**src/include/uil_regs.vh**
```
// constants for the interrupt identify and line format block
// assumes word-aligned apb byte addresses and a 16x baud tick
`ifndef UIL_REGS_VH
`define UIL_REGS_VH

// ****************************************
// register byte addresses
// ****************************************
`define UIL_OFF_DATA 8'h00
`define UIL_OFF_IER 8'h04
`define UIL_OFF_IIR 8'h08
`define UIL_OFF_LCR 8'h0c
`define UIL_OFF_LSR 8'h14
`define UIL_OFF_MSR 8'h18

// ****************************************
// field positions
// ****************************************
`define UIL_LCR_STB 2
`define UIL_LCR_PEN 3
`define UIL_LCR_EVEN 4
`define UIL_LCR_STICK 5
`define UIL_LCR_BRK 6
`define UIL_LCR_DIVISOR_ACCESS_SELECT 7
`define UIL_IER_RDA 0
`define UIL_IER_THR 1
`define UIL_IER_RLS 2
`define UIL_IER_MS 3
`define UIL_FCR_EN 0
`define UIL_FCR_RXCLR 1
`define UIL_FCR_TXCLR 2

// ****************************************
// identification codes, bits 3:0
// ****************************************
`define UIL_ID_NONE 4'h1
`define UIL_ID_RLS 4'h6
`define UIL_ID_RDA 4'h4
`define UIL_ID_CTO 4'hc
`define UIL_ID_THR 4'h2
`define UIL_ID_MS 4'h0

// ****************************************
// reset values
// ****************************************
`define UIL_RST_LCR 8'h00
`define UIL_RST_IER 4'h0
`define UIL_RST_DIV 16'h0001
`define UIL_RST_TRIG 2'b00
`define UIL_RST_SYNC 5'h10

// ****************************************
// timing in 16x ticks, frame sizes and fifo trigger levels
// ****************************************
`define UIL_SUB_HALF 5'h07
`define UIL_SUB_LAST 5'h0f
`define UIL_STOP15_LAST 5'h17
`define UIL_STOP2_LAST 5'h1f
`define UIL_LAST_BASE 3'h4
`define UIL_FRAME_BASE 4'h7
`define UIL_TO_PAD 6'h00
`define UIL_TRIG1 8'h01
`define UIL_TRIG4 8'h04
`define UIL_TRIG8 8'h08
`define UIL_TRIG14 8'h0e

`endif

```
**src/rtl/uil_core.v**
```verilog
// serial element core: apb registers, line format, tx/rx, interrupt id
// assumes one clock, apb master on the same clock, raw async pins
//
// The APB register port and the address map were decided locally.
`timescale 1ns/1ps
`include "uil_regs.vh"

module uil_core #(
  parameter AW = 4
) (
  input wire clk,
  input wire rst_n,
  input wire psel,
  input wire penable,
  input wire pwrite,
  input wire [7:0] paddr,
  input wire [31:0] pwdata,
  output wire [31:0] prdata,
  output wire pready,
  output wire pslverr,
  input wire serialInLine,
  input wire ctsIn,
  input wire dsrIn,
  input wire riIn,
  input wire dcdIn,
  output wire serialOutputLine,
  output wire interruptOut
);

  localparam [3:0] SEL_DATA = 4'h0, SEL_IER = 4'h1, SEL_IIR = 4'h2, SEL_LCR = 4'h3;
  localparam [3:0] SEL_LSR = 4'h4, SEL_MSR = 4'h5, SEL_DLL = 4'h6, SEL_DLM = 4'h7;
  localparam [3:0] SEL_NONE = 4'h8;
  localparam [4:0] TX_IDLE = 5'h01, TX_START = 5'h02, TX_DATA = 5'h04, TX_PAR = 5'h08, TX_STOP = 5'h10;
  localparam [4:0] RX_IDLE = 5'h01, RX_START = 5'h02, RX_DATA = 5'h04, RX_PAR = 5'h08, RX_STOP = 5'h10;
  localparam [AW:0] FULL_CNT = {1'b1, {AW{1'b0}}};

  // ****************************************
  // functions
  // ****************************************
  // divisor access bit swaps the two low offsets
  function [3:0] regDecode(input [7:0] a, input divisor_access_select);
    begin
      if (a == `UIL_OFF_DATA) regDecode = divisor_access_select ? SEL_DLL : SEL_DATA;
      else if (a == `UIL_OFF_IER) regDecode = divisor_access_select ? SEL_DLM : SEL_IER;
      else if (a == `UIL_OFF_IIR) regDecode = SEL_IIR;
      else if (a == `UIL_OFF_LCR) regDecode = SEL_LCR;
      else if (a == `UIL_OFF_LSR) regDecode = SEL_LSR;
      else if (a == `UIL_OFF_MSR) regDecode = SEL_MSR;
      else regDecode = SEL_NONE;
    end
  endfunction

  // keeps only the programmed number of data bits
  function [7:0] charMask(input [1:0] len);
    charMask = 8'hff >> (2'h3 - len);
  endfunction

  // parity bit for a character under a format byte
  function parBit(input [7:0] d, input [7:0] f);
    begin
      if (f[`UIL_LCR_STICK]) parBit = ~f[`UIL_LCR_EVEN];
      else if (f[`UIL_LCR_EVEN]) parBit = ^(d & charMask(f[1:0]));
      else parBit = ~^(d & charMask(f[1:0]));
    end
  endfunction

  // ****************************************
  // declarations
  // ****************************************
  reg [4:0] syncA_r, syncB_r;
  reg [3:0] msPrev_r, delta_r;
  reg [31:0] prdata_r;
  reg pslverr_r;
  reg [7:0] lcr_r, rdMux;
  reg [3:0] ier_r, idCode;
  reg [15:0] div_r, baudCnt_r;
  reg fifoEn_r;
  reg [1:0] trig_r;
  reg [4:0] txState_r, txSub_r, rxState_r, rxSub_r;
  reg [7:0] thr_r, txShift_r, rxShift_r;
  reg thrFull_r, txPar_r, txLine_r, serialOut_r;
  reg [2:0] txBit_r, rxBit_r;
  reg rxArm_r, rxPar_r, rxFe_r, rxDone_r;
  reg [7:0] mem [0:(1<<AW)-1];
  reg [AW-1:0] wrPtr_r, rdPtr_r;
  reg [AW:0] cnt_r;
  reg [3:0] lsErr_r;
  reg threPrev_r, thrIntr_r, toFlag_r, irq_r;
  reg [9:0] toCnt_r;
  reg [7:0] trigLevel;

  wire setupPh = psel & ~penable;
  wire accessPh = psel & penable;
  wire [3:0] curSel = regDecode(paddr, lcr_r[`UIL_LCR_DIVISOR_ACCESS_SELECT]);
  wire wrEv = accessPh & pwrite;
  wire rdEv = accessPh & ~pwrite;
  wire wrData = wrEv & (curSel == SEL_DATA);
  wire rdData = rdEv & (curSel == SEL_DATA);
  wire wrFcr = wrEv & (curSel == SEL_IIR);
  wire rdIir = rdEv & (curSel == SEL_IIR);
  wire rdLsr = rdEv & (curSel == SEL_LSR);
  wire rdMsr = rdEv & (curSel == SEL_MSR);
  wire rxIn = syncB_r[4];
  wire [3:0] modemNow = syncB_r[3:0];
  wire tick16 = (baudCnt_r == 16'h0000);
  wire pen = lcr_r[`UIL_LCR_PEN];
  wire [2:0] lastIdx = `UIL_LAST_BASE + {1'b0, lcr_r[1:0]};
  wire [4:0] stopLast = ~lcr_r[`UIL_LCR_STB] ? `UIL_SUB_LAST :
    (lcr_r[1:0] == 2'b00) ? `UIL_STOP15_LAST : `UIL_STOP2_LAST;
  wire [4:0] txSubLast = (txState_r == TX_STOP) ? stopLast : `UIL_SUB_LAST;
  wire txBitEnd = tick16 & (txSub_r == txSubLast);
  wire rxBitEnd = tick16 & (rxSub_r == `UIL_SUB_LAST);
  wire rxHalf = tick16 & (rxSub_r == `UIL_SUB_HALF);
  wire tx_holding_empty = ~thrFull_r;
  wire temt = tx_holding_empty & (txState_r == TX_IDLE);
  wire full = fifoEn_r ? cnt_r[AW] : (|cnt_r);
  wire push = rxDone_r & ~full;
  wire pop = rdData & (|cnt_r);
  wire fifoClr = wrFcr & ((pwdata[`UIL_FCR_EN] ^ fifoEn_r) | (pwdata[`UIL_FCR_EN] & pwdata[`UIL_FCR_RXCLR]));
  wire txClr = wrFcr & ((pwdata[`UIL_FCR_EN] ^ fifoEn_r) | (pwdata[`UIL_FCR_EN] & pwdata[`UIL_FCR_TXCLR]));
  wire perr = pen & (rxPar_r != parBit(rxShift_r, lcr_r));
  wire brk = (rxShift_r == 8'h00) & ~(pen & rxPar_r) & rxFe_r;
  wire [7:0] cntWide = {{(7-AW){1'b0}}, cnt_r};
  wire [3:0] charBits = `UIL_FRAME_BASE + {2'b00, lcr_r[1:0]} + {3'b000, pen} + {3'b000, lcr_r[`UIL_LCR_STB]};
  wire [9:0] toLimit = {charBits, `UIL_TO_PAD};
  wire lsIntr = ier_r[`UIL_IER_RLS] & (|lsErr_r);
  wire rdaIntr = ier_r[`UIL_IER_RDA] & (fifoEn_r ? (cntWide >= trigLevel) : (|cnt_r));
  wire toIntr = ier_r[`UIL_IER_RDA] & toFlag_r;
  wire thIntr = ier_r[`UIL_IER_THR] & thrIntr_r;
  wire msIntr = ier_r[`UIL_IER_MS] & (|delta_r);
  wire [7:0] iirVal = {fifoEn_r, fifoEn_r, 2'b00, idCode};

  // ****************************************
  // pin synchronisers
  // ****************************************
  // second stage only is read, edges compare stage two history
  always @(posedge clk or negedge rst_n) begin
    if (!rst_n) begin
      syncA_r <= `UIL_RST_SYNC;
      syncB_r <= `UIL_RST_SYNC;
    end else begin
      syncA_r <= {serialInLine, dcdIn, riIn, dsrIn, ctsIn};
      syncB_r <= syncA_r;
    end
  end

  // ****************************************
  // apb slave
  // ****************************************
  // read value chosen by address
  always @* begin
    if (curSel == SEL_DATA) rdMux = (|cnt_r) ? mem[rdPtr_r] : 8'h00;
    else if (curSel == SEL_IER) rdMux = {4'h0, ier_r};
    else if (curSel == SEL_IIR) rdMux = iirVal;
    else if (curSel == SEL_LCR) rdMux = lcr_r;
    else if (curSel == SEL_LSR) rdMux = {fifoEn_r & (|lsErr_r[3:1]), temt, tx_holding_empty, lsErr_r, |cnt_r};
    else if (curSel == SEL_MSR) rdMux = {modemNow, delta_r};
    else if (curSel == SEL_DLL) rdMux = div_r[7:0];
    else if (curSel == SEL_DLM) rdMux = div_r[15:8];
    else rdMux = 8'h00;
  end

  // captured in setup so data is stable for the whole access phase
  always @(posedge clk or negedge rst_n) begin
    if (!rst_n) begin
      prdata_r <= 32'h00000000;
      pslverr_r <= 1'b0;
    end else if (setupPh) begin
      prdata_r <= {24'h000000, rdMux};
      pslverr_r <= (curSel == SEL_NONE);
    end
  end

  assign prdata = prdata_r;
  assign pslverr = pslverr_r;
  assign pready = 1'b1;

  // ****************************************
  // configuration registers
  // ****************************************
  always @(posedge clk or negedge rst_n) begin
    if (!rst_n) begin
      lcr_r <= `UIL_RST_LCR;
      ier_r <= `UIL_RST_IER;
      div_r <= `UIL_RST_DIV;
      fifoEn_r <= 1'b0;
      trig_r <= `UIL_RST_TRIG;
    end else if (wrEv) begin
      if (curSel == SEL_LCR) lcr_r <= pwdata[7:0];
      else if (curSel == SEL_IER) ier_r <= pwdata[3:0];
      else if (curSel == SEL_DLL) div_r[7:0] <= pwdata[7:0];
      else if (curSel == SEL_DLM) div_r[15:8] <= pwdata[7:0];
      else if (curSel == SEL_IIR) begin
        fifoEn_r <= pwdata[`UIL_FCR_EN];
        // other fcr bits only land with the enable bit set
        if (pwdata[`UIL_FCR_EN]) trig_r <= pwdata[7:6];
      end
    end
  end

  // trigger level lookup
  always @* begin
    case (trig_r)
      2'b00: trigLevel = `UIL_TRIG1;
      2'b01: trigLevel = `UIL_TRIG4;
      2'b10: trigLevel = `UIL_TRIG8;
      default: trigLevel = `UIL_TRIG14;
    endcase
  end

  // ****************************************
  // baud tick, divisor zero behaves as 65536
  // ****************************************
  always @(posedge clk or negedge rst_n) begin
    if (!rst_n) baudCnt_r <= 16'h0000;
    else baudCnt_r <= tick16 ? div_r - 16'h0001 : baudCnt_r - 16'h0001;
  end

  // ****************************************
  // transmitter
  // ****************************************
  // a single holding register stands in for the tx fifo as well
  always @(posedge clk or negedge rst_n) begin
    if (!rst_n) begin
      txState_r <= TX_IDLE;
      txSub_r <= 5'h00;
      txBit_r <= 3'h0;
      txShift_r <= 8'h00;
      txPar_r <= 1'b0;
      txLine_r <= 1'b1;
      thr_r <= 8'h00;
      thrFull_r <= 1'b0;
    end else begin
      if (tick16 && txState_r != TX_IDLE) txSub_r <= txBitEnd ? 5'h00 : txSub_r + 5'h01;
      case (txState_r)
        TX_IDLE: begin
          txLine_r <= 1'b1;
          txSub_r <= 5'h00;
          if (thrFull_r) begin
            txShift_r <= thr_r;
            txPar_r <= parBit(thr_r, lcr_r);
            thrFull_r <= 1'b0;
            txLine_r <= 1'b0;
            txState_r <= TX_START;
          end
        end
        TX_START: if (txBitEnd) begin
          txState_r <= TX_DATA;
          txBit_r <= 3'h0;
          txLine_r <= txShift_r[0];
        end
        TX_DATA: if (txBitEnd) begin
          txShift_r <= txShift_r >> 1;
          txBit_r <= txBit_r + 3'h1;
          if (txBit_r == lastIdx) begin
            txState_r <= pen ? TX_PAR : TX_STOP;
            txLine_r <= pen ? txPar_r : 1'b1;
          end else txLine_r <= txShift_r[1];
        end
        TX_PAR: if (txBitEnd) begin
          txState_r <= TX_STOP;
          txLine_r <= 1'b1;
        end
        TX_STOP: if (txBitEnd) txState_r <= TX_IDLE;
        default: txState_r <= TX_IDLE;
      endcase
      // later assignment lets a new write beat the load or a clear
      if (txClr) thrFull_r <= 1'b0;
      if (wrData) begin
        thr_r <= pwdata[7:0];
        thrFull_r <= 1'b1;
      end
    end
  end

  // break gates only the pin, the shifter keeps running
  always @(posedge clk or negedge rst_n) begin
    if (!rst_n) serialOut_r <= 1'b1;
    else serialOut_r <= txLine_r & ~lcr_r[`UIL_LCR_BRK];
  end

  assign serialOutputLine = serialOut_r;

  // ****************************************
  // receiver
  // ****************************************
  // arm needs the line high first, so a held break gives one character
  always @(posedge clk or negedge rst_n) begin
    if (!rst_n) begin
      rxState_r <= RX_IDLE;
      rxSub_r <= 5'h00;
      rxBit_r <= 3'h0;
      rxShift_r <= 8'h00;
      rxPar_r <= 1'b0;
      rxFe_r <= 1'b0;
      rxArm_r <= 1'b0;
      rxDone_r <= 1'b0;
    end else begin
      rxDone_r <= 1'b0;
      if (rxIn) rxArm_r <= 1'b1;
      // wraps at each bit end, else the next sample drifts a whole bit late
      if (tick16 && rxState_r != RX_IDLE) rxSub_r <= rxBitEnd ? 5'h00 : rxSub_r + 5'h01;
      case (rxState_r)
        RX_IDLE: begin
          rxSub_r <= 5'h00;
          if (!rxIn && rxArm_r) rxState_r <= RX_START;
        end
        RX_START: if (rxHalf) begin
          rxSub_r <= 5'h00;
          rxBit_r <= 3'h0;
          rxShift_r <= 8'h00;
          rxState_r <= rxIn ? RX_IDLE : RX_DATA;
        end
        RX_DATA: if (rxBitEnd) begin
          rxShift_r[rxBit_r] <= rxIn;
          rxBit_r <= rxBit_r + 3'h1;
          if (rxBit_r == lastIdx) rxState_r <= pen ? RX_PAR : RX_STOP;
        end
        RX_PAR: if (rxBitEnd) begin
          rxPar_r <= rxIn;
          rxState_r <= RX_STOP;
        end
        RX_STOP: if (rxBitEnd) begin
          rxFe_r <= ~rxIn;
          rxDone_r <= 1'b1;
          rxArm_r <= 1'b0;
          rxState_r <= RX_IDLE;
        end
        default: rxState_r <= RX_IDLE;
      endcase
    end
  end

  // receive store; capacity one in character mode, where an overrun overwrites; fifo mode drops it
  always @(posedge clk) begin
    if (push) mem[wrPtr_r] <= rxShift_r;
    else if (rxDone_r && !fifoEn_r) mem[rdPtr_r] <= rxShift_r;
  end

  always @(posedge clk or negedge rst_n) begin
    if (!rst_n) begin
      wrPtr_r <= {AW{1'b0}};
      rdPtr_r <= {AW{1'b0}};
      cnt_r <= {(AW+1){1'b0}};
    end else if (fifoClr) begin
      wrPtr_r <= {AW{1'b0}};
      rdPtr_r <= {AW{1'b0}};
      cnt_r <= {(AW+1){1'b0}};
    end else begin
      if (push) wrPtr_r <= wrPtr_r + {{(AW-1){1'b0}}, 1'b1};
      if (pop) rdPtr_r <= rdPtr_r + {{(AW-1){1'b0}}, 1'b1};
      if (push && !pop) cnt_r <= cnt_r + {{AW{1'b0}}, 1'b1};
      else if (pop && !push) cnt_r <= cnt_r - {{AW{1'b0}}, 1'b1};
    end
  end

  // ****************************************
  // sticky event flags, set beats clear
  // ****************************************
  always @(posedge clk or negedge rst_n) begin
    if (!rst_n) begin
      lsErr_r <= 4'h0;
      msPrev_r <= 4'h0;
      delta_r <= 4'h0;
      threPrev_r <= 1'b0;
      thrIntr_r <= 1'b0;
      toCnt_r <= 10'h000;
      toFlag_r <= 1'b0;
    end else begin
      // overrun, parity, framing, break
      lsErr_r <= (lsErr_r & ~{4{rdLsr}}) | ({4{rxDone_r}} & {brk, rxFe_r, perr, full});
      msPrev_r <= modemNow;
      delta_r <= (delta_r & ~{4{rdMsr}}) | (modemNow ^ msPrev_r);
      threPrev_r <= tx_holding_empty;
      // empty edge, or any ier write with the thr enable bit set while already empty
      thrIntr_r <= (thrIntr_r & ~(wrData | (rdIir & (idCode == `UIL_ID_THR)))) |
        (tx_holding_empty & ~threPrev_r) | (tx_holding_empty & wrEv & (curSel == SEL_IER) & pwdata[`UIL_IER_THR]);
      // any push or pop restarts the idle timer
      if (push || pop || !fifoEn_r || cnt_r == FULL_CNT - FULL_CNT) toCnt_r <= 10'h000;
      else if (tick16 && toCnt_r != toLimit) toCnt_r <= toCnt_r + 10'h001;
      if (fifoEn_r && (|cnt_r) && !push && !pop && toCnt_r == toLimit) toFlag_r <= 1'b1;
      else if (pop || !(|cnt_r) || fifoClr) toFlag_r <= 1'b0;
    end
  end

  // ****************************************
  // identification and interrupt output
  // ****************************************
  // fixed priority, line status first and modem status last
  always @* begin
    if (lsIntr) idCode = `UIL_ID_RLS;
    else if (rdaIntr) idCode = `UIL_ID_RDA;
    else if (toIntr) idCode = `UIL_ID_CTO;
    else if (thIntr) idCode = `UIL_ID_THR;
    else if (msIntr) idCode = `UIL_ID_MS;
    else idCode = `UIL_ID_NONE;
  end

  always @(posedge clk or negedge rst_n) begin
    if (!rst_n) irq_r <= 1'b0;
    else irq_r <= ~idCode[0];
  end

  assign interruptOut = irq_r;

endmodule

```
**config.mk**
```make
export PLATFORM = sky130hd
export DESIGN_NAME = uil_core
export DESIGN_NICKNAME = d
export VERILOG_FILES = /design/src/rtl/uil_core.v
export VERILOG_INCLUDE_DIRS = /design/src /design/src/include
export SDC_FILE = /design/constraint.sdc
export NUM_CORES = 1
export LEC_CHECK = 0
export BUFFER_PORTS_ARGS = -buffer_cell sky130_fd_sc_hd__clkbuf_2
export CORE_MARGIN = 5
export CORE_UTILIZATION = 30
export CTS_CLUSTER_DIAMETER = 40
export CTS_CLUSTER_SIZE = 8
export DETAILED_ROUTE_END_ITERATION = 7
export SLEW_MARGIN = 40
export SYNTH_ARGS = -nofsm -noshare
export SYNTH_HDL_FRONTEND = slang
export SYNTH_SLANG_ARGS = --single-unit
export TNS_END_PERCENT = 100
```
**constraint.sdc**
```tcl
create_clock -name clk -period 4.17 [get_ports clk]
set_clock_uncertainty 0.2 [all_clocks]
set_input_delay 0.6255 -clock clk [delete_from_list [all_inputs] [get_ports clk]]
set_output_delay 0.6255 -clock clk [all_outputs]
set_load 0.01 [all_outputs]
```
### Word-level counts from Yosys, hierarchy flattened

Memory sizes are Yosys's and may differ from the RTL's.
Index checks and enable logic that the tools add are counted.

| operators by class | value |
|---|---|
| shift operators | 1 |
| equal/unequal tests | 48 |
| order comparisons | 3 |
| add/sub/neg operators | 16 |
| bitwise operators | 68 |
| reductions and logical operators | 64 |
| muxes and demuxes | 105 |

Operators with widths:

| operator | count |
|---|---|
| 5-bit 2-to-1 mux | 24 |
| 8-bit 2-to-1 mux | 14 |
| 4-bit 2-to-1 mux | 15 |
| 5-bit one-hot mux with 5 select lines | 2 |
| 1-bit AND | 37 |
| 8-bit one-hot mux with 2 select lines | 2 |
| 16-bit by 1-bit subtractor with 16-bit output, second input constant | 2 |
| 1-bit 2-to-1 mux | 30 |
| 2-bit != test, second input constant | 12 |
| 3-bit 2-to-1 mux | 7 |
| 10-bit 2-to-1 mux | 2 |
| 6-bit AND reduction | 3 |
| 8-bit AND | 2 |
| 4-bit by 3-bit == test with 1-bit output, second input constant | 4 |
| 8-bit by 4-bit == test with 1-bit output, second input constant | 2 |
| 8-bit by 5-bit == test with 1-bit output, second input constant | 2 |
| 16-bit logical NOT | 1 |
| 8-bit logical NOT | 2 |
| 16-bit 2-to-1 mux | 1 |
| 2-bit nonzero test | 8 |
| 8-bit XNOR reduction | 2 |
| 8-bit parity | 2 |
| 5-bit by 1-bit adder with 5-bit output, second input constant | 3 |
| 5-bit by 3-bit == test with 1-bit output, second input constant | 3 |
| 59 further kinds | 123 |

| storage, ports and cells | value |
|---|---|
| memories kept | 1 |
| RAM bits | 128 |
| register bits after elaboration | 163 |

Memory list:

| name | words | bits a word | rd ports | clocked after Yosys merged registers in | write ports | line | text |
|---|---|---|---|---|---|---|---|
| mem | 16 | 8 | 1 | 0 | 1 | uil_core.v:84 | `reg [7:0] mem [0:(1<<AW)-1];` |

### Logic depth before layout (Yosys ltp)

Gate-level depths: netlist of the first run.

| depth | value |
|---|---|
| depth after elaboration | 16 |
| mapped depth | 13 |

### Worst setup path before layout of the first run

No wires, ideal clock.

| timing path | value |
|---|---|
| path kind | input -> register |
| start point | input port paddr[7] |
| end point | register cnt_r[4] |
| library setup time | 0.149 ns |
| arrival | 2.949 ns |
| slack | 0.872 ns |
| data required time | 3.821 ns |
| stages on the path | 11 |
| cells stage by stage | or4_4 > nor4_4 > nand3_1 > nand2_1 > ha_1 > a21o_1 > a21oi_1 > a311oi_1 > a31oi_1 > xnor2_1 > nor2_1 |

| between the ends | value |
|---|---|
| cells in the longest elaborated chain, start to end | 14 |

RTL lines:

| what | line | text |
|---|---|---|
| from (decl) | uil_core.v:16 | `input wire [7:0] paddr,` |
| 8-bit by 5-bit == test with 1-bit output (no source line) | -- |  |
| 4-bit 2-to-1 mux | uil_core.v:48 | `` else if (a == `UIL_OFF_MSR) regDecode = SEL_MSR; `` |
| 4-bit 2-to-1 mux | uil_core.v:47 | `` else if (a == `UIL_OFF_LSR) regDecode = SEL_LSR; `` |
| 4-bit 2-to-1 mux | uil_core.v:46 | `` else if (a == `UIL_OFF_LCR) regDecode = SEL_LCR; `` |
| 4-bit 2-to-1 mux | uil_core.v:45 | `` else if (a == `UIL_OFF_IIR) regDecode = SEL_IIR; `` |
| 4-bit 2-to-1 mux | uil_core.v:44 | `` else if (a == `UIL_OFF_IER) regDecode = divisor_access_select ? SEL_DLM : SEL_IER; `` |
| 4-bit 2-to-1 mux (*) | uil_core.v:43 | `` if (a == `UIL_OFF_DATA) regDecode = divisor_access_select ? SEL_DLL : SEL_DATA; `` |
| 4-bit logical NOT | uil_core.v:98 | `wire rdData = rdEv & (curSel == SEL_DATA);` |
| 1-bit AND | uil_core.v:98 |  |
| 1-bit AND | uil_core.v:118 | `wire pop = rdData & (\|cnt_r);` |
| 1-bit logical NOT | uil_core.v:352 | `if (push && !pop) cnt_r <= cnt_r + {{AW{1'b0}}, 1'b1};` |
| 1-bit logical AND | uil_core.v:352 |  |
| 5-bit 2-to-1 mux | uil_core.v:352 |  |
| 5-bit 2-to-1 mux | uil_core.v:345 | `end else if (fifoClr) begin` |
| to (signal assigned) | uil_core.v:344 | `cnt_r <= {(AW+1){1'b0}};` |
| to (signal assigned) | uil_core.v:352 |  |
| to (signal assigned) | uil_core.v:353 | `else if (pop && !push) cnt_r <= cnt_r - {{AW{1'b0}}, 1'b1};` |
| to (decl) | uil_core.v:86 | `reg [AW:0] cnt_r;` |

Mark *: on every way between the ends. The rest lies on a longest branch, timed or not.
A chain may end at the register's enable or synchronous reset.

### Worst setup path after layout of the first run

| timing path | value |
|---|---|
| start point | register lcr_r[3] |
| end point | register toCnt_r[9] |

| between the ends | value |
|---|---|
| cells in the longest elaborated chain, start to end | 5 |

RTL lines:

| what | line | text |
|---|---|---|
| from (decl) | uil_core.v:74 | `reg [7:0] lcr_r, rdMux;` |
| from (signal assigned) | uil_core.v:183 | `` lcr_r <= `UIL_RST_LCR; `` |
| from (signal assigned) | uil_core.v:189 | `if (curSel == SEL_LCR) lcr_r <= pwdata[7:0];` |
| 4-bit by 1-bit adder with 4-bit output (no source line) (2 in a row) | -- |  |
| 10-bit != test | uil_core.v:380 | `else if (tick16 && toCnt_r != toLimit) toCnt_r <= toCnt_r + 10'h001;` |
| 1-bit logical AND | uil_core.v:380 |  |
| 2-bit nonzero test (no source line) | -- |  |
| to (signal assigned) | uil_core.v:380 |  |
| to (decl) | uil_core.v:89 | `reg [9:0] toCnt_r;` |

Every way passes these cells.

==> flow_summary.ini, run 1 <==
[run_status]
status = completed

[cts]
clockBufferDepth = 3
htree_levels = 2
clock-sinks = 291
cts_tree = yes
clock_latency_ns = 0.57
cts_setup_buffers = 0
cts_root_buffer = clkbuf_16
hold_buffers = 6
cts_made_buffers = 49
clkTransAtPathRegs_ns = 0.05
cts_resized = 0

[flow_run]
maxCapViolCount = 0

[global_routing]
antenna_found_initial = 1
overflow = 0
grt_pass1_wl_microns = 56400
grt_max_degree = 67
grt_use_total = 0.138
grt_pass1_vias = 9721

[pwr]
comb_power_share = 0.051
p_int_uw = 5640
p_switching_uw = 1670
p_clk_frac = 0.527
p_leak_uw = 0.00592
p_per_area_mw_per_mm2 = 438
ir_worst_vdd_v = 0.000288
p_sw_frac = 0.229
seqPwrFrac = 0.421

[worst_setup_path]
crit_fanout = 9
rr_worst_depth = 12
critPathKind = flip-flop to flip-flop
worstPathRequired_ns = 4.38
cp.arrival_ns = 3.61
timing.rr.end = toCnt_r[9]
timing.reg2reg.setup_slack_ns = 0.77
reg2reg_from = lcr_r[3]
crit_path_end_kind = flip-flop
critPathLaunchType = flip-flop

[floorplanning]
io_pins = 86
core_area_sq_mm = 0.0467
chipHeight_microns = 227
initial_utilization = 0.303
dieArea_sq_mm = 0.0516
std_cell_rows = 79
die_w_microns = 227

[yosys]
async_reset_ff_frac = 0.560
synth_edf_count = 128
synth_top_family_by_area = simple AND/OR/NAND/NOR gates
synthCells = 1185
synth_adder_area_share = 0.0232
netlist_area_sq_mm = 0.0142
synthDistinctLibCells = 82
synthMuxAreaShare = 0.107
ys.flop_type = dfrtp_1
seq_area_frac_synth = 0.560
ys_warn_count = 0
synth-xor-area-share = 0.0352
ys_seq_elements = 291
avgSynthCellArea_sq_um = 11.9
synth_compound_area_frac = 0.0983
yosys.area_share.simple = 0.140

[hold_path]
min-delay-path-class = flip-flop to flip-flop
hold_end = syncB_r[2]
worstHoldPathCells = 0
min_from = syncA_r[2]

[placement]
place_ws_ns = 0.620
gp_congestion = 0.892
portBuffers = 36
place_hpwl_microns = 25000

[route]
wl_met3_microns = 2260
wl_microns = 35900
m1WireLength_microns = 16000
top_layer = met4
dr.pass1.iters = 6
drc_errors = 0
via_count = 9735
wl_per_cell_microns = 18.9
viasPerCell = 5.11
ant_nets = 0
drtIter0Drc = 654
wl_met2_microns = 16700

[timing]
fin_crit_sh = 0.816
finalHoldViolCount = 0
fmax_mhz = 294
finalSetupViolCount = 0
setup_slack_ns = 0.768
period_minus_slack_ns = 3.40
worst_pin_slew_ns = 0.822
finalMaxSlewViolations = 0
rsz0062_at_grt = false
relSlewSlack = 0.444
tns_ns = 0

[final_layout]
seqCellArea_sq_mm = 0.00794
syn2layout_area_growth_pct = 17.8
layout-drive-gt1-share = 0.182
n_antenna_cell = 0
final_nets = 1332
fillers = 4515
multi_input_area_sq_mm = 0.00581
[layer usage]
layer,up-vias,GRT usage
met5,-,0
li1,4501,-
met3,68,0.0320
met2,312,0.223
met1,4854,0.187
met4,0,0.0422
[flip-flops by register name, indices dropped and copies added (netlist names), 8 cells and up]
signal / count
prdata: 8
rxShift_r: 8
mem: 128
baudCnt_r: 16
toCnt_r: 10
div_r: 16
txShift_r: 8
thr_r: 8
lcr_r: 8
[stage by stage]
step                      cell area [sq um]  hold WS [ns]  instances  power, uW   util
final                                 16700         0.144       1905       7310  0.357
after global routing                  16700         0.153       1905       7580  0.357
after CTS                             16700         0.145       1905       7400  0.357
after detailed placement              15000         0.135       1807       3500  0.322
after global placement                15000         0.136       1807       3490  0.322
after floorplan                       14200         0.130       1208       3360      -
[power by group through the flow]
stage | sequential, uW | clock, uW | combinational (uW)
CTS | 3080 | 3940 | 377
detailed placement | 3130 | 0 | 371
finish | 3080 | 3850 | 376
global route | 3080 | 4080 | 415
global placement | 3130 | 0 | 365
floorplan | 3110 | 0 | 256
[cell usage in the layout (no fill, tap or decap), drive strengths merged, types with 6 or more instances in the layout]
cell type	netlist	routed
clkinv	0	9
nor4	16	16
and2	7	7
or4	7	7
dfrtp	156	156
dfstp	7	7
o311ai	6	6
conb	2	25
nand4	10	10
mux4	40	40
edfxtp	128	128
nor2	119	119
a21oi	53	53
nor3	17	17
xnor2	39	39
nor2b	9	9
nand2b	13	13
inv	35	36
buf	37	25
or3	16	16
o31ai	6	6
o21ai	54	54
nand2	115	115
and3	12	12
mux2	37	37
xor2	17	17
dlygate4sd3	0	6
ha	23	23
clkbuf	31	111
nand3	35	35
o22ai	15	15
o211ai	7	7
a31oi	16	16
mux2i	19	19
a21o	7	7
[worst max path at each step]
| stage | depth (start not counted) | endpoint | from |
|---|---|---|---|
| final | 12 | toCnt_r[9] | lcr_r[3] |
| after global routing | 12 | toCnt_r[9] | lcr_r[3] |
| after CTS | 12 | toCnt_r[8] | lcr_r[3] |
| after detailed placement | 12 | cnt_r[4] | paddr[4] |
| after global placement | 12 | cnt_r[4] | paddr[4] |
| after floorplan | 11 | cnt_r[4] | paddr[7] |
[worst max-delay path, cell delays in order, from the launching register on]
cell	delay [ns]
dfrtp_1	0.60
inv_1	0.15
ha_1	0.31
inv_1	0.06
ha_1	0.14
inv_1	0.05
fa_1	0.50
xor2_1	0.16
nand4_1	0.13
o311ai_1	0.60
nor3_1	0.14
xnor2_1	0.16
nor2_1	0.05
[layout make-up]
| class | count | area share |
|---|---|---|
| sequential | 291 | 0.476 |
| multi-input combinational | 814 | 0.349 |
| clock buffer | 76 | 0.0808 |
| tap | 607 | 0.0455 |
| timing repair buffer | 66 | 0.0271 |
| clock inverter | 16 | 0.0143 |
| inverter | 35 | 0.00788 |
[cell usage after synthesis (all sizes together) (4+ instances only)]
library cell / n / area, sq um
or3: 16 / 100
o211ai: 7 / 52.6
a31oi: 16 / 100
inv: 35 / 131
nand3b: 5 / 37.5
nor2b: 9 / 56.3
nor2: 119 / 447
o31ai: 6 / 45.0
a22oi: 5 / 37.5
buf: 37 / 264
clkbuf: 31 / 116
nand4: 10 / 68.8
and2: 7 / 43.8
nand2: 115 / 432
o41ai: 5 / 43.8
a211oi: 4 / 30.0
o311ai: 6 / 52.6
mux2i: 19 / 190
nand2b: 13 / 81.3
nand3: 35 / 175
a21o: 7 / 52.6
o21a: 4 / 30.0
ha: 23 / 288
dfstp: 7 / 184
a21oi: 53 / 265
nor4: 16 / 143
nor3b: 4 / 30.0
mux4: 40 / 901
xnor2: 39 / 349
nor3: 17 / 90.1
and3: 12 / 75.1
dfrtp: 156 / 3900
xor2: 17 / 149
edfxtp: 128 / 3840
o22ai: 15 / 93.8
o21ai: 54 / 282
mux2: 37 / 417
or4: 7 / 63.8
nor4b: 4 / 41.3
[logic make-up after synthesis]
family,Yosys count
buffers and inverters,103
DFF,291
AOI/OAI and AO/OA,212
other,2
adders and majority gates,25
xor gates and xnor gates,56
muxes,96
and+or+nand+nor,400
No activity file was read; power rests on OpenSTA's default activity.
==> inputs of run 2 (changes only) <==
- clock period: 4.17 -> 3 ns (I/O delays scaled with it)
==> run 2 against run 1 <==
Against the previous run:
- design area rose by 4.3%
- sequential power rose by 39%
- worst setup slack got worse by 0.64 ns
- cell count rose by 4.5%
- non-clock buffer count rose by 84
- register-to-register slack got worse by 0.64 ns
==> flow_summary.ini, run 2 (synthesized netlist as in run 1, its figures left out) <==
[cts]
clock-sinks = 291
clkTransAtPathRegs_ns = 0.05
cts_root_buffer = clkbuf_16
cts_tree = yes
htree_levels = 2
clock_latency_ns = 0.59
clockBufferDepth = 3
cts_made_buffers = 52

[timing]
period_minus_slack_ns = 2.88
fin_crit_sh = 0.959
fmax_mhz = 348
finalSetupViolCount = 0
finalHoldViolCount = 0
finalMaxSlewViolations = 0
rsz0062_at_grt = true
hold_slack_ns = 0.0441
relSlewSlack = 0.497
worst_pin_slew_ns = 0.754

[final_layout]
final_common_cell = dfrtp_1
fin_cells = 1990
syn2layout_area_growth_pct = 23.0
n_antenna_cell = 0
layout-drive-gt1-share = 0.240
largest_reg_flops = 128
fillers = 4448
largest-register = mem
utilization = 0.373
reg_top3 = mem (128), baudCnt_r (16), div_r (16)
final_cell_mix = 155 x dfrtp_1, 128 x edfxtp_1, 119 x nor2_1, 113 x nand2_1, 104 x buf_4
final_nets = 1419

[placement]
place_hpwl_microns = 26100
gp_congestion = 0.897
dp.cells = 1888
portBuffers = 36

[worst_setup_path]
worstPathRequired_ns = 3.25
crit_slowest_cell = or4_1
cp_num_buf_inv = 1
cp_slowest_stage_delay_ns = 0.69
timing.rr.end = rxState_r[2]
critPathLaunchType = flip-flop
rr_worst_depth = 7
critPathKind = flip-flop to flip-flop
crit_path_end_kind = flip-flop
cp.arrival_ns = 3.13
crit_fanout = 7
timing.reg2reg.setup_slack_ns = 0.12
reg2reg_from = baudCnt_r[13]
cp_cell_sequence = or4_1 -> nor4_4 -> buf_4 -> a21oi_1 -> a311oi_1 -> and2b_2 -> mux2_2
cpLargestDelayFamily = simple AND/OR/NAND/NOR gates

[route]
wl_microns = 36400
via_count = 10000
viasPerCell = 5.05
wl_per_cell_microns = 18.3
dr.pass1.iters = 5
drtIter0Drc = 872
drc_errors = 0
ant_nets = 0

[pwr]
p_leak_uw = 0.00636
p_switching_uw = 2370
p_clk_frac = 0.526
p_sw_frac = 0.233
p_int_uw = 7810
p_per_area_mw_per_mm2 = 585
comb_power_share = 0.053
p_total_uw = 10200
ir_worst_vdd_v = 0.000448
seqPwrFrac = 0.421

[hold_path]
min_from = pwdata[1]
hold_end = lcr_r[1]
worstHoldPathCells = 3
min-delay-path-class = input pin to flip-flop

[floorplanning]
dieArea_sq_mm = 0.0516
chipHeight_microns = 227
std_cell_rows = 79
initial_utilization = 0.303
die_w_microns = 227
core_area_sq_mm = 0.0467
io_pins = 86

[global_routing]
grt_pass1_vias = 9761
overflow = 0
grt_max_degree = 60
antenna_found_initial = 0
grt_use_total = 0.140
grt_pass1_wl_microns = 56300

[flow_run]
maxCapViolCount = 0

[run_status]
status = completed
## run 2: cell types whose count changed in the layout (fill, tap and decap cells not counted), moves of 3 or more
| cell | previous run | this run |
|---|---|---|
| buf_4 | 22 | 104 |
| clkbuf_1 | 25 | 19 |
| nor2_1 | 113 | 119 |
| nor2_2 | 6 | 0 |
| clkbuf_16 | 49 | 52 |
| clkinv_4 | 1 | 4 |
| nor4_1 | 12 | 9 |
| nor4_2 | 2 | 5 |
## run 2: how the worst max path moves through the flow
stage / cells after the start / start / endpoint
after global routing: 12 / lcr_r[7] / cnt_r[4]
after CTS: 12 / lcr_r[3] / toCnt_r[4]
final: 7 / baudCnt_r[13] / rxState_r[2]
after floorplan: 11 / paddr[7] / cnt_r[4]
after detailed placement: 12 / paddr[7] / cnt_r[4]
after global placement: 12 / paddr[7] / cnt_r[4]
## run 2: what timing repair did
action / 4_1_cts / 5_1_grt
endpoints found under the setup margin: 0 / 29
resized for setup: 0 / 14
endpoints found under the hold margin: 56 / 0
setup buffers: 0 / 1
hold buffers: 8 / 0
## run 2: power by group through the flow
stage               clock, uW  combinational, uW  sequential, uW
global route             5670                601            4280
floorplan                   0                357            4320
CTS                      5480                538            4280
finish                   5360                537            4280
detailed placement          0                528            4350
global placement            0                522            4350
## run 2: area by class of cell
class	instances	area [sq um]	share of cell area
Multi-Input combinational cell	814	5900	0.339
Inverter	35	131	0.00755
Tap cell	607	759	0.0436
Sequential cell	291	7930	0.456
Clock buffer	72	1390	0.0797
Timing Repair Buffer	150	1090	0.0625
Clock inverter	21	206	0.0119
## run 2: tightest hold or removal path, stage by stage
cell and delay [ns]:
clkbuf_2 0.21, nand2_1 0.07, o21ai_0 0.07
## run 2: layer usage
| metal | GRT usage | routed length, microns | vias to the layer above |
|---|---|---|---|
| met2 | 0.213 | 16500 | 259 |
| li1 | - | - | 4681 |
| met3 | 0.0371 | 2350 | 65 |
| met4 | 0.0455 | 1030 | 0 |
| met5 | 0 | 0 | - |
| met1 | 0.197 | 16500 | 5040 |
## run 2: metrics by stage
step / TNS (ns) / area (sq um) / setup slack, ns
2_1_floorplan: -0.0273 / 14300 / -0.0273
3_3_place_gp: -0.0789 / 15600 / -0.0789
3_5_place_dp: -0.112 / 15600 / -0.0916
4_1_cts: 0 / 17300 / 0.00497
5_1_grt: -0.0172 / 17400 / -0.00955
6_report: 0 / 17400 / 0.124
